===== config.mk =====
export PLATFORM = sky130hd
export DESIGN_NAME = ocf_osc_ctl
export DESIGN_NICKNAME = d
export VERILOG_FILES = /design/src/hw/ocf_pkg.sv /design/src/hw/ocf_osc_ctl.sv /design/src/hw/ocf_rate_mon.sv
export SDC_FILE = /design/constraint.sdc
export NUM_CORES = 1
export LEC_CHECK = 0
export BUFFER_PORTS_ARGS = -buffer_cell sky130_fd_sc_hd__buf_4
export CAP_MARGIN = 10
export CORE_MARGIN = 2
export CORE_UTILIZATION = 40
export DETAILED_ROUTE_END_ITERATION = 10
export PLACE_DENSITY_LB_ADDON = 0.05
export SYNTH_ARGS = -nofsm -noshare
export SYNTH_HDL_FRONTEND = slang
export SYNTH_SLANG_ARGS = --single-unit
export TNS_END_PERCENT = 1

===== constraint.sdc =====
create_clock -name pclk -period 2.5 [get_ports pclk]
set_clock_uncertainty 0.05 [all_clocks]
set_input_delay 0.125 -clock pclk [delete_from_list [all_inputs] [get_ports pclk]]
set_output_delay 0.125 -clock pclk [all_outputs]
set_load 0.005 [all_outputs]

===== src/hw/ocf_pkg.sv =====
// Constants for the oscillator control, lock and clock failure recovery block
package ocf_pkg;

	// ----------------------------------------
	// Bus geometry and register offsets
	// ----------------------------------------
	localparam int ADDR_W = 12;
	localparam logic [11:0] OFF_OSC_CTL = 12'h000;
	localparam logic [11:0] OFF_STATUS = 12'h004;
	localparam logic [11:0] OFF_MASK = 12'h008;
	localparam logic [11:0] OFF_STATE = 12'h00c;

	// ----------------------------------------
	// Oscillator control register fields
	// ----------------------------------------
	localparam int BIT_IPO_EN = 7;
	localparam int BIT_XTAL_EN = 6;
	localparam int BIT_WDT_OSC_EN = 5;
	localparam int BIT_PRI_FAIL_EN = 4;
	localparam int BIT_WDT_FAIL_EN = 3;
	localparam int SEL_LSB = 0;
	localparam int SEL_W = 3;
	localparam logic [7:0] OSC_CTL_RESET = 8'ha0;

	// Unlock key values
	localparam logic [7:0] UNLOCK_KEY_FIRST = 8'he7;
	localparam logic [7:0] UNLOCK_KEY_SECOND = 8'h18;

	// Clock source encodings
	localparam logic [2:0] SRC_IPO = 3'h0;
	localparam logic [2:0] SRC_XTAL = 3'h1;
	localparam logic [2:0] SRC_EXT = 3'h2;
	localparam logic [2:0] SRC_WDT = 3'h3;

	// ----------------------------------------
	// Status / mask bits
	// ----------------------------------------
	localparam int ST_W = 3;
	localparam int ST_PRI_FAIL = 0;
	localparam int ST_WDT_FAIL = 1;
	localparam int ST_RECOVER = 2;
	localparam logic [2:0] ST_RESET = 3'h0;
	localparam logic [2:0] MASK_RESET = 3'h0;

	// ----------------------------------------
	// Timing
	// ----------------------------------------
	localparam int CLK_PERIOD_NS = 100;
	localparam int FAIL_PERIOD_NS = 1000000;
	localparam int FAIL_CYCLES = FAIL_PERIOD_NS / CLK_PERIOD_NS;
	localparam int MON_W = 16;

	typedef enum logic [1:0] {
		ocf_locked_st = 2'b00,
		ocf_key1_st = 2'b01,
		ocf_open_st = 2'b10
	} ocf_lock_t;

endpackage


===== src/hw/ocf_osc_ctl.sv =====
// Oscillator control with write lock, source select and clock failure recovery
// Function
// - Control register unlocks only after writes of E7H then 18H.
// - Next write once unlocked updates register and relocks immediately.
// - Any other write sequence leaves the control register unchanged.
// - Unlock keys must be ordered but need not be consecutive bus cycles.
// - Accesses to other registers do not disturb unlock progress.
// - Internal precision oscillator is enabled after reset.
// - Changing source never disables the internal precision oscillator itself.
// - Primary oscillator failure raises a non-maskable interrupt-like event.
// - Primary failure forces the watchdog oscillator onto the system clock.
// - Recovery switch happens only while the watchdog oscillator is enabled.
// - No recovery switch when watchdog oscillator is the selected source.
// - Recovery needs only the watchdog oscillator, not its reset function.
// - Failure asserts when clock activity drops below about 1 kHz.
// - After switchover the CPU keeps running and takes the failure vector.
`timescale 1ns/1ns
`default_nettype none
module ocf_osc_ctl
	import ocf_pkg::*;
#(
	parameter int FAIL_LIMIT = ocf_pkg::FAIL_CYCLES
) (
	input wire logic pclk,
	input wire logic presetn,
	input wire logic psel,
	input wire logic penable,
	input wire logic pwrite,
	input wire logic [ocf_pkg::ADDR_W-1:0] paddr,
	input wire logic [31:0] pwdata,
	output logic [31:0] prdata,
	output logic pready,
	output logic pslverr,
	input wire logic ipo_tick,
	input wire logic xtal_tick,
	input wire logic ext_tick,
	input wire logic wdt_tick,
	input wire logic nmi_ack,
	output logic ipo_enable,
	output logic xtal_enable,
	output logic wdt_osc_enable,
	output logic [2:0] sys_clk_select,
	output logic clock_fail_nmi,
	output logic irq
);
	import ocf_pkg::*;

	// ----------------------------------------
	// Helpers
	// ----------------------------------------
	function automatic logic addr_is(input logic [ADDR_W-1:0] a, input logic [ADDR_W-1:0] off);
		addr_is = (a[ADDR_W-1:2] == off[ADDR_W-1:2]);
	endfunction

	function automatic logic [MON_W-1:0] limit_of(input int lim);
		limit_of = (lim < 1) ? MON_W'(1) : MON_W'(lim);
	endfunction

	// ----------------------------------------
	// Storage
	// ----------------------------------------
	logic [7:0] osc_control_reg;
	ocf_lock_t lock_state;
	ocf_lock_t next_lock_state;
	logic [ST_W-1:0] status;
	logic [ST_W-1:0] mask;
	logic [ST_W-1:0] rd_status_snap;
	logic recovery;
	logic nmi_pending;
	logic pri_fail_d;
	logic wdt_fail_d;

	// ----------------------------------------
	// APB decode
	// ----------------------------------------
	wire setup_ph = psel && !penable;
	wire access_ph = psel && penable;
	wire hit_ctl = addr_is(paddr, OFF_OSC_CTL);
	wire hit_status = addr_is(paddr, OFF_STATUS);
	wire hit_mask = addr_is(paddr, OFF_MASK);
	wire hit_state = addr_is(paddr, OFF_STATE);
	wire addr_ok = hit_ctl || hit_status || hit_mask || hit_state;
	wire wr_ok = access_ph && pwrite && addr_ok;
	wire rd_ok = access_ph && !pwrite && addr_ok;
	wire ctl_wr = wr_ok && hit_ctl;
	wire mask_wr = wr_ok && hit_mask;
	wire status_rd = rd_ok && hit_status;
	wire [7:0] wr_byte = pwdata[7:0];

	assign pready = 1'b1;
	assign pslverr = access_ph && !addr_ok;

	// ----------------------------------------
	// Control register fields
	// ----------------------------------------
	wire [SEL_W-1:0] sel_field = osc_control_reg[SEL_LSB +: SEL_W];
	wire pri_fail_en = osc_control_reg[BIT_PRI_FAIL_EN];
	wire wdt_fail_en = osc_control_reg[BIT_WDT_FAIL_EN];
	wire wdt_osc_on = osc_control_reg[BIT_WDT_OSC_EN];
	wire sel_is_wdt = (sel_field == SRC_WDT);

	// ----------------------------------------
	// Unlock sequencer
	// ----------------------------------------
	// Only writes to the control address move the sequencer
	always_comb begin
		next_lock_state = lock_state;
		if (ctl_wr) begin
			unique case (lock_state)
				ocf_locked_st: begin
					if (wr_byte == UNLOCK_KEY_FIRST) begin
						next_lock_state = ocf_key1_st;
					end
				end
				ocf_key1_st: begin
					if (wr_byte == UNLOCK_KEY_SECOND) begin
						next_lock_state = ocf_open_st;
					end else if (wr_byte == UNLOCK_KEY_FIRST) begin
						next_lock_state = ocf_key1_st;
					end else begin
						next_lock_state = ocf_locked_st;
					end
				end
				ocf_open_st: begin
					next_lock_state = ocf_locked_st;
				end
				default: begin
					next_lock_state = ocf_locked_st;
				end
			endcase
		end
	end

	wire ctl_commit = ctl_wr && (lock_state == ocf_open_st);

	// ----------------------------------------
	// Lock state register
	// ----------------------------------------
	always_ff @(posedge pclk or negedge presetn) begin
		if (!presetn) begin
			lock_state <= ocf_locked_st;
		end else begin
			lock_state <= next_lock_state;
		end
	end

	// ----------------------------------------
	// Protected control register
	// ----------------------------------------
	// Register changes only on the write after a full unlock
	always_ff @(posedge pclk or negedge presetn) begin
		if (!presetn) begin
			osc_control_reg <= OSC_CTL_RESET;
		end else if (ctl_commit) begin
			osc_control_reg <= wr_byte;
		end
	end

	// ----------------------------------------
	// Failure monitors
	// ----------------------------------------
	logic sel_tick;
	logic pri_fail;
	logic wdt_fail;

	// ----------------------------------------
	// Tick of the selected source
	// ----------------------------------------
	always_comb begin
		unique case (sel_field)
			SRC_XTAL: sel_tick = xtal_tick;
			SRC_EXT: sel_tick = ext_tick;
			SRC_WDT: sel_tick = wdt_tick;
			default: sel_tick = ipo_tick;
		endcase
	end

	// Watchdog source as primary has no recovery path
	wire pri_mon_en = pri_fail_en && !sel_is_wdt && !recovery;
	wire wdt_mon_en = wdt_fail_en && wdt_osc_on;

	ocf_rate_mon u_pri_mon (
		.pclk(pclk),
		.presetn(presetn),
		.enable(pri_mon_en),
		.tick(sel_tick),
		.limit(limit_of(FAIL_LIMIT)),
		.fail(pri_fail)
	);

	ocf_rate_mon u_wdt_mon (
		.pclk(pclk),
		.presetn(presetn),
		.enable(wdt_mon_en),
		.tick(wdt_tick),
		.limit(limit_of(FAIL_LIMIT)),
		.fail(wdt_fail)
	);

	// ----------------------------------------
	// Failure edge detect
	// ----------------------------------------
	always_ff @(posedge pclk or negedge presetn) begin
		if (!presetn) begin
			pri_fail_d <= 1'b0;
			wdt_fail_d <= 1'b0;
		end else begin
			pri_fail_d <= pri_fail;
			wdt_fail_d <= wdt_fail;
		end
	end

	// ----------------------------------------
	// Failure events
	// ----------------------------------------
	wire pri_fail_evt = pri_fail && !pri_fail_d;
	wire wdt_fail_evt = wdt_fail && !wdt_fail_d;
	// Recovery needs only the watchdog oscillator running
	wire recover_evt = pri_fail_evt && wdt_osc_on && !sel_is_wdt;

	// ----------------------------------------
	// Recovery switchover
	// ----------------------------------------
	// Held until software commits a new control value
	always_ff @(posedge pclk or negedge presetn) begin
		if (!presetn) begin
			recovery <= 1'b0;
		end else if (recover_evt) begin
			recovery <= 1'b1;
		end else if (ctl_commit) begin
			recovery <= 1'b0;
		end
	end

	wire [2:0] next_clk_select = recovery ? SRC_WDT : sel_field;

	// ----------------------------------------
	// Effective clock select
	// ----------------------------------------

	always_ff @(posedge pclk or negedge presetn) begin
		if (!presetn) begin
			sys_clk_select <= SRC_IPO;
		end else begin
			sys_clk_select <= next_clk_select;
		end
	end

	// ----------------------------------------
	// Oscillator enables
	// ----------------------------------------
	assign ipo_enable = osc_control_reg[BIT_IPO_EN];
	assign xtal_enable = osc_control_reg[BIT_XTAL_EN];
	assign wdt_osc_enable = wdt_osc_on;

	// ----------------------------------------
	// Non-maskable failure event
	// ----------------------------------------
	// Not gated by the mask; a new event beats the acknowledge
	always_ff @(posedge pclk or negedge presetn) begin
		if (!presetn) begin
			nmi_pending <= 1'b0;
		end else if (pri_fail_evt || wdt_fail_evt) begin
			nmi_pending <= 1'b1;
		end else if (nmi_ack) begin
			nmi_pending <= 1'b0;
		end
	end

	assign clock_fail_nmi = nmi_pending;

	// ----------------------------------------
	// Status, mask and interrupt
	// ----------------------------------------
	wire [ST_W-1:0] st_set = {recover_evt, wdt_fail_evt, pri_fail_evt};
	wire [ST_W-1:0] st_clr = status_rd ? rd_status_snap : '0;
	wire [ST_W-1:0] next_status = (status & ~st_clr) | st_set;

	always_ff @(posedge pclk or negedge presetn) begin
		if (!presetn) begin
			status <= ST_RESET;
		end else begin
			status <= next_status;
		end
	end

	always_ff @(posedge pclk or negedge presetn) begin
		if (!presetn) begin
			mask <= MASK_RESET;
		end else if (mask_wr) begin
			mask <= pwdata[ST_W-1:0];
		end
	end

	assign irq = |(status & mask);

	// ----------------------------------------
	// Read data, captured in the setup cycle
	// ----------------------------------------
	logic [31:0] rd_mux;

	always_comb begin
		rd_mux = 32'h0000_0000;
		if (hit_ctl) begin
			rd_mux = {24'h00_0000, osc_control_reg};
		end else if (hit_status) begin
			rd_mux = {29'h0000_0000, status};
		end else if (hit_mask) begin
			rd_mux = {29'h0000_0000, mask};
		end else if (hit_state) begin
			rd_mux = {25'h000_0000, nmi_pending, recovery, next_clk_select, lock_state};
		end
	end

	always_ff @(posedge pclk or negedge presetn) begin
		if (!presetn) begin
			prdata <= 32'h0000_0000;
		end else if (setup_ph && !pwrite) begin
			prdata <= rd_mux;
		end
	end

	// ----------------------------------------
	// Status clear snapshot
	// ----------------------------------------
	// Only bits the reader has seen get cleared
	always_ff @(posedge pclk or negedge presetn) begin
		if (!presetn) begin
			rd_status_snap <= ST_RESET;
		end else if (setup_ph && !pwrite) begin
			rd_status_snap <= hit_status ? status : ST_RESET;
		end
	end

endmodule // ocf_osc_ctl
`default_nettype wire


===== src/hw/ocf_rate_mon.sv =====
// Oscillator activity monitor: flags a source whose ticks stop arriving
`timescale 1ns/1ns
`default_nettype none
module ocf_rate_mon
	import ocf_pkg::*;
(
	input wire logic pclk,
	input wire logic presetn,
	input wire logic enable,
	input wire logic tick,
	input wire logic [ocf_pkg::MON_W-1:0] limit,
	output logic fail
);

	logic [MON_W-1:0] count;
	wire at_limit = (count >= limit);

	// ----------------------------------------
	// Gap counter, restarted by every tick
	// ----------------------------------------
	always_ff @(posedge pclk or negedge presetn) begin
		if (!presetn) begin
			count <= '0;
		end else if (!enable || tick) begin
			count <= '0;
		end else if (!at_limit) begin
			count <= count + 1'b1;
		end
	end

	// Level stays while the gap lasts
	always_ff @(posedge pclk or negedge presetn) begin
		if (!presetn) begin
			fail <= 1'b0;
		end else begin
			fail <= enable && !tick && at_limit;
		end
	end

endmodule // ocf_rate_mon
`default_nettype wire


==> flow_metrics.py, run 1 <==
metrics = {
    "run_status": {
        "outcome": "completed",
    },
    "clocking": {
        "ctsResizeCount": 0,
        "clk_latency_ns": 0.34,
        "cts.clk_slew.worst_paths_ns": 0.08,
        "post-cts-setup-buffers": 0,
        "cts_tree": "yes",
        "cts_sinks": 68,
        "cts_buffers": 9,
        "htreeDepth": 3,
        "root_buffer": "clkbuf_8",
        "clockBufferDepth": 2,
    },
    "place": {
        "gp_congestion": 0.760,
        "hpwl_um": 5440,
        "dpl.cell_count": 484,
        "dp_slack_ns": 0.413,
        "placed_area_um2": 3920,
        "io_buffers": 44,
    },
    "pwr": {
        "power_density_nw_per_um2": 525,
        "p_leak_nw": 1.89,
        "irDropWorstVdd_v": 0.000271,
    },
    "worst_hold_path": {
        "min_from": "ipo_tick",
        "holdCritPathClass": "primary input to flip-flop",
    },
    "die": {
        "core-area_um2": 8680,
        "ios": 96,
        "fp.dieH_um": 98.5,
        "fp.dieW_um": 98.5,
        "dieArea_um2": 9700,
        "start_util": 0.411,
        "rows": 34,
    },
    "sta": {
        "drv_slew": 0,
        "setup_tns_ns": 0,
        "finalHoldViolations": 0,
        "period_share": 0.837,
        "relSlewSlack": 0.311,
        "fin_ws_ns": 0.408,
        "finalSetupViolCount": 0,
        "clock.fmax_ghz": 0.478,
        "final.hold.worst_slack_ns": 0.107,
        "rsz0062_at_grt": "false",
        "fin_crit_ns": 2.09,
        "tightest_slew_ns": 1.03,
    },
    "cells_and_area": {
        "layout-area-overhead-vs-synth_pct": 18.9,
        "fin_cells": 510,
        "drive_above_1_share": 0.216,
        "reg.largest.list": "u_pri_mon.count x16, u_wdt_mon.count x16",
        "design_area_um2": 4240,
        "diodes": 0,
        "final_common_cell": "dfrtp_1",
        "nets": 455,
        "final_cell_mix": "66 x dfrtp_1, 46 x buf_4, 27 x nand2_1",
    },
    "global_route": {
        "grt_use_met3": 0.0404,
        "grt_usage": 0.169,
        "use_met1": 0.218,
        "antenna_found_initial": 0,
        "met2_usage": 0.283,
        "grt_pass1_wl_um": 13100,
        "busiest_layer": "met2",
        "grt_pass1_vias": 2692,
        "grt_max_degree": 69,
        "grt_remaining_overflow": 0,
    },
    "synthesis": {
        "synth_cell_types": 60,
        "syn_area_per_cell_um2": 10.5,
        "seq_area_frac_synth": 0.477,
        "async_reset_ff_frac": 1.00,
        "synth_warnings": 0,
        "synth_top_area_frac": 0.463,
        "synth_enable_flop_cells": 0,
        "ys_ff_latch": 68,
        "synth_area_um2": 3570,
        "synth.area.top_cells": "dfrtp_1 46%, buf_4 5.3%, mux2_2 3.5%, nand2_1 2.8%, a22o_1 2.5%",
        "syn_inst": 339,
        "yosysTopAreaCell": "dfrtp_1",
        "synth-main-ff-cell": "dfrtp_1",
    },
    "routing": {
        "vias": 2750,
        "detail-route-antenna-nets": 0,
        "vias_per_cell": 5.39,
        "drt_pass1_iterations": 4,
        "drt-initial-drc-count": 103,
        "wl_um": 7740,
        "wl_per_cell_um": 15.2,
        "drc_errors": 0,
    },
    "setup_path": {
        "critical_path.cell_chain": "nor4_1 -> o211ai_1 -> or4_1 -> a21oi_1",
        "worst_path_max_delay_cell": "or4_1",
        "cp_max_fo": 16,
        "crit_buf_inv": 0,
        "critPathRequiredTime_ns": 2.71,
        "critPathCaptureType": "flip-flop",
        "worst_ep_arrival_time_ns": 2.30,
        "crit_family": "simple AND/OR/NAND/NOR gates",
        "rr_startpoint": "u_wdt_mon.count[6]$_DFFE_PN0N_",
        "startpoint_type": "flip-flop",
        "crit_start": "u_wdt_mon.count[6]$_DFFE_PN0N_",
        "slowest_delay_ns": 0.64,
        "crit_type": "flip-flop to flip-flop",
    },
    "run": {
        "drv_cap": 0,
    },
}
cells by family (layout without fill, tap and decap cells):
kind of cell	count (synthesis)	count (layout)	synth area share
AOI/OAI and AO/OA	69	69	0.140
xor gates and xnor gates	6	6	0.0147
adders and majority gates	4	4	0.0140
buffers and inverters	45	85	0.0736
DFF	68	68	0.477
muxes	18	18	0.0652
other	2	25	0.00210
and+or+nand+nor	127	127	0.213
per-stage QoR:
step / total power, mW / utilization
6_report: 2.23 / 0.489
5_1_grt: 2.33 / 0.489
4_1_cts: 2.27 / 0.489
3_5_place_dp: 1.22 / 0.452
3_3_place_gp: 1.22 / 0.452
2_1_floorplan: 1.18 / -
worst min-delay path, cell delays in order:
cell and delay [ns]:
buf_4 0.10, a2111oi_4 0.09, nand3_1 0.08, mux2i_1 0.06
Yosys cell counts, types with 2 or more instances:
master     number
inv_1          13
nand2_1        27
nor3b_1         3
o21ai_0        15
o2111ai_1       4
xnor2_1         2
xor2_1          4
nor2b_1         2
and4b_1         2
o21a_1          2
ha_1            4
a22o_1         10
or4_1           3
mux2_2         11
conb_1          2
nand2b_1        2
buf_4          25
dfrtp_1        66
nand4_1         7
mux2i_1         3
a21o_1          4
o41ai_1         3
mux4_2          3
nand3_1        12
nand3b_1        2
nor4_1          4
and3_1         11
o31ai_1         4
nor2_1         15
or3_1          10
o211ai_1        2
clkbuf_1        7
a21oi_1        14
dfstp_2         2
nor4bb_1        3
and2_1          8
nor4_2          2
nor3_1          4
where the power goes:
group,internal (mW),switching (mW),leakage [nW]
sequential,1.10,0.000201,0.927
combinational,0.0497,0.0623,0.857
clock,0.567,0.450,0.106
total,1.72,0.513,1.89
path summary, 6_finish.rpt:
path	endpoint	slack [ns]	depth (start not counted)
min in group asynchronous	rd_status_snap[2]$_DFFE_PN0P_	0.38	2
worst min-delay path	u_pri_mon.count[12]$_DFFE_PN0N_	0.11	4
worst max-delay path	u_wdt_mon.count[5]$_DFFE_PN0N_	0.41	4
worst min register to register	pri_fail_d$_DFF_PN0_	0.33	0
worst max register to register	u_wdt_mon.count[5]$_DFFE_PN0N_	0.41	4
max in group asynchronous	u_wdt_mon.count[4]$_DFFE_PN0N_	1.43	2
final cells by class:
type / instances / area, um2
clock buffers: 9 / 124
clock inverters: 7 / 97.6
fillers: 844 / 4430
inverters: 13 / 48.8
multi-input cells: 249 / 1690
flip-flops and latches: 68 / 1700
well taps: 108 / 135
repair buffers: 56 / 445
layer usage:
layer / vias to the layer above / wire length, um
met2: 52 / 3850
li1: 1319 / -
met4: 0 / 58
met1: 1375 / 3520
met5: - / 0
met3: 4 / 311
timing repair:
| action | 4_1_cts | 5_1_grt |
|---|---|---|
| hold buffers | 10 | 0 |
| endpoints found under the setup margin | 0 | 0 |
| hold endpoints to repair | 76 | 0 |
Power figures use the tool's default switching activity.
==> inputs of run 2 (changes only) <==
==> constraint.sdc (replaced) <==
create_clock -name pclk -period 2 [get_ports pclk]
set_clock_uncertainty 0.05 [all_clocks]
set_input_delay 0.1 -clock pclk [delete_from_list [all_inputs] [get_ports pclk]]
set_output_delay 0.1 -clock pclk [all_outputs]
set_load 0.005 [all_outputs]
==> flow_metrics.py, run 2 (synthesized netlist as in run 1, its figures left out) <==
metrics = {
    "global_route": {
        "grt_pass1_wl_um": 13100,
        "grt_remaining_overflow": 0,
        "grt_usage": 0.170,
        "grt_max_degree": 39,
        "grt_pass1_vias": 2637,
        "antenna_found_initial": 0,
    },
    "die": {
        "fp.dieW_um": 98.5,
        "fp.dieH_um": 98.5,
        "core-area_um2": 8680,
        "start_util": 0.411,
        "ios": 96,
        "rows": 34,
        "dieArea_um2": 9700,
    },
    "routing": {
        "drc_errors": 0,
        "drt-initial-drc-count": 107,
        "wl_per_cell_um": 14.9,
        "wl_um": 7760,
        "vias": 2721,
        "drt_pass1_iterations": 4,
        "detail-route-antenna-nets": 0,
        "vias_per_cell": 5.21,
    },
    "setup_path": {
        "worst_ep_arrival_time_ns": 2.04,
        "startpoint_type": "flip-flop",
        "reg2reg_depth": 4,
        "crit_start": "u_pri_mon.count[6]$_DFFE_PN0N_",
        "reg2reg_to": "u_pri_mon.count[10]$_DFFE_PN0N_",
        "reg2reg_slack_ns": 0.18,
        "crit_type": "flip-flop to flip-flop",
        "rr_startpoint": "u_pri_mon.count[6]$_DFFE_PN0N_",
        "critPathCaptureType": "flip-flop",
        "critPathRequiredTime_ns": 2.22,
        "cp_max_fo": 6,
    },
    "worst_hold_path": {
        "holdPathEnd": "u_wdt_mon.count[9]$_DFFE_PN0N_",
        "min_from": "wdt_tick",
        "worstHoldPathCells": 3,
        "holdCritPathClass": "primary input to flip-flop",
    },
    "clocking": {
        "clockBufferDepth": 2,
        "cts_sinks": 68,
        "cts.clk_slew.worst_paths_ns": 0.08,
        "root_buffer": "clkbuf_8",
        "cts_tree": "yes",
        "postCtsHoldBufs": 10,
        "htreeDepth": 3,
        "ctsResizeCount": 0,
        "post-cts-setup-buffers": 0,
        "clk_latency_ns": 0.35,
        "cts_buffers": 9,
    },
    "sta": {
        "finalSetupViolCount": 0,
        "rsz0062_at_grt": "false",
        "period_share": 0.908,
        "finalHoldViolations": 0,
        "clock.fmax_ghz": 0.550,
        "relSlewSlack": 0.652,
        "setup_tns_ns": 0,
        "tightest_slew_ns": 0.521,
        "fin_crit_ns": 1.82,
        "final.hold.worst_slack_ns": 0.0500,
        "drv_slew": 0,
    },
    "cells_and_area": {
        "final_cell_mix": "66 x dfrtp_1, 57 x buf_4, 27 x nand2_1",
        "final_common_cell": "dfrtp_1",
        "nets": 467,
        "layout-area-overhead-vs-synth_pct": 21.6,
        "diodes": 0,
        "drive_above_1_share": 0.237,
        "reg.largest.list": "u_pri_mon.count x16, u_wdt_mon.count x16",
    },
    "run": {
        "drv_cap": 0,
    },
    "pwr": {
        "power_density_nw_per_um2": 639,
        "p_leak_nw": 1.95,
        "power.total_mw": 2.77,
        "irDropWorstVdd_v": 0.000243,
    },
    "place": {
        "hpwl_um": 5720,
        "io_buffers": 44,
        "gp_congestion": 0.806,
    },
    "run_status": {
        "outcome": "completed",
    },
}
## run 2: changes by cell type in the layout (fill, tap and decap cells not counted)
cell,previous run,this run
buf_12,0,1
clkbuf_1,0,1
clkinv_4,0,1
inv_6,2,0
buf_4,46,57
## run 2: worst max-delay path, stage by stage (launching register included)
cell	delay (ns)
dfrtp_1	0.47
nor4_4	0.35
o211ai_1	0.19
or4_1	0.54
a21oi_1	0.15
## run 2: final cells by class
cell class / count / area (um2)
clock buffers: 10 / 128
well taps: 108 / 135
clock inverters: 6 / 88.8
repair buffers: 68 / 548
fillers: 837 / 4340
inverters: 13 / 48.8
flip-flops and latches: 68 / 1700
multi-input cells: 249 / 1690
## run 2: metal layers
layer  routed length (um)  part of all wire  up-vias  track usage
met4                  171             0.022        0       0.0664
met3                  335             0.043       12       0.0447
met5                    0                 0        -            0
met2                 3570              0.46       54        0.263
met1                 3680              0.47     1315        0.229
li1                     -                 -     1340            -
## run 2: where the power goes
part,switching [mW],leakage [nW],internal (mW)
Combinational,0.0788,0.922,0.0682
Clock,0.550,0.102,0.702
Sequential,0.000254,0.927,1.37
## run 2: worst max path at each step
| stage | depth (start not counted) | slack, ns | endpoint |
|---|---|---|---|
| floorplan | 4 | 0.17 | u_pri_mon.count[11]$_DFFE_PN0N_ |
| global route | 4 | 0.08 | u_pri_mon.count[12]$_DFFE_PN0N_ |
| CTS | 4 | 0.18 | u_pri_mon.count[10]$_DFFE_PN0N_ |
| global placement | 6 | 0.22 | mask[2]$_DFFE_PN0P_ |
| detailed placement | 4 | 0.17 | u_pri_mon.count[10]$_DFFE_PN0N_ |
| finish | 4 | 0.18 | u_pri_mon.count[10]$_DFFE_PN0N_ |
## run 2: metrics by stage
step           instance area, um2  setup slack, ns  utilization  std cells
2_1_floorplan                3660            0.174            -        362
3_3_place_gp                 4030            0.217        0.464        496
3_5_place_dp                 4030            0.170        0.464        496
4_1_cts                      4340            0.178        0.500        522
5_1_grt                      4340           0.0813        0.500        522
6_report                     4340            0.183        0.500        522
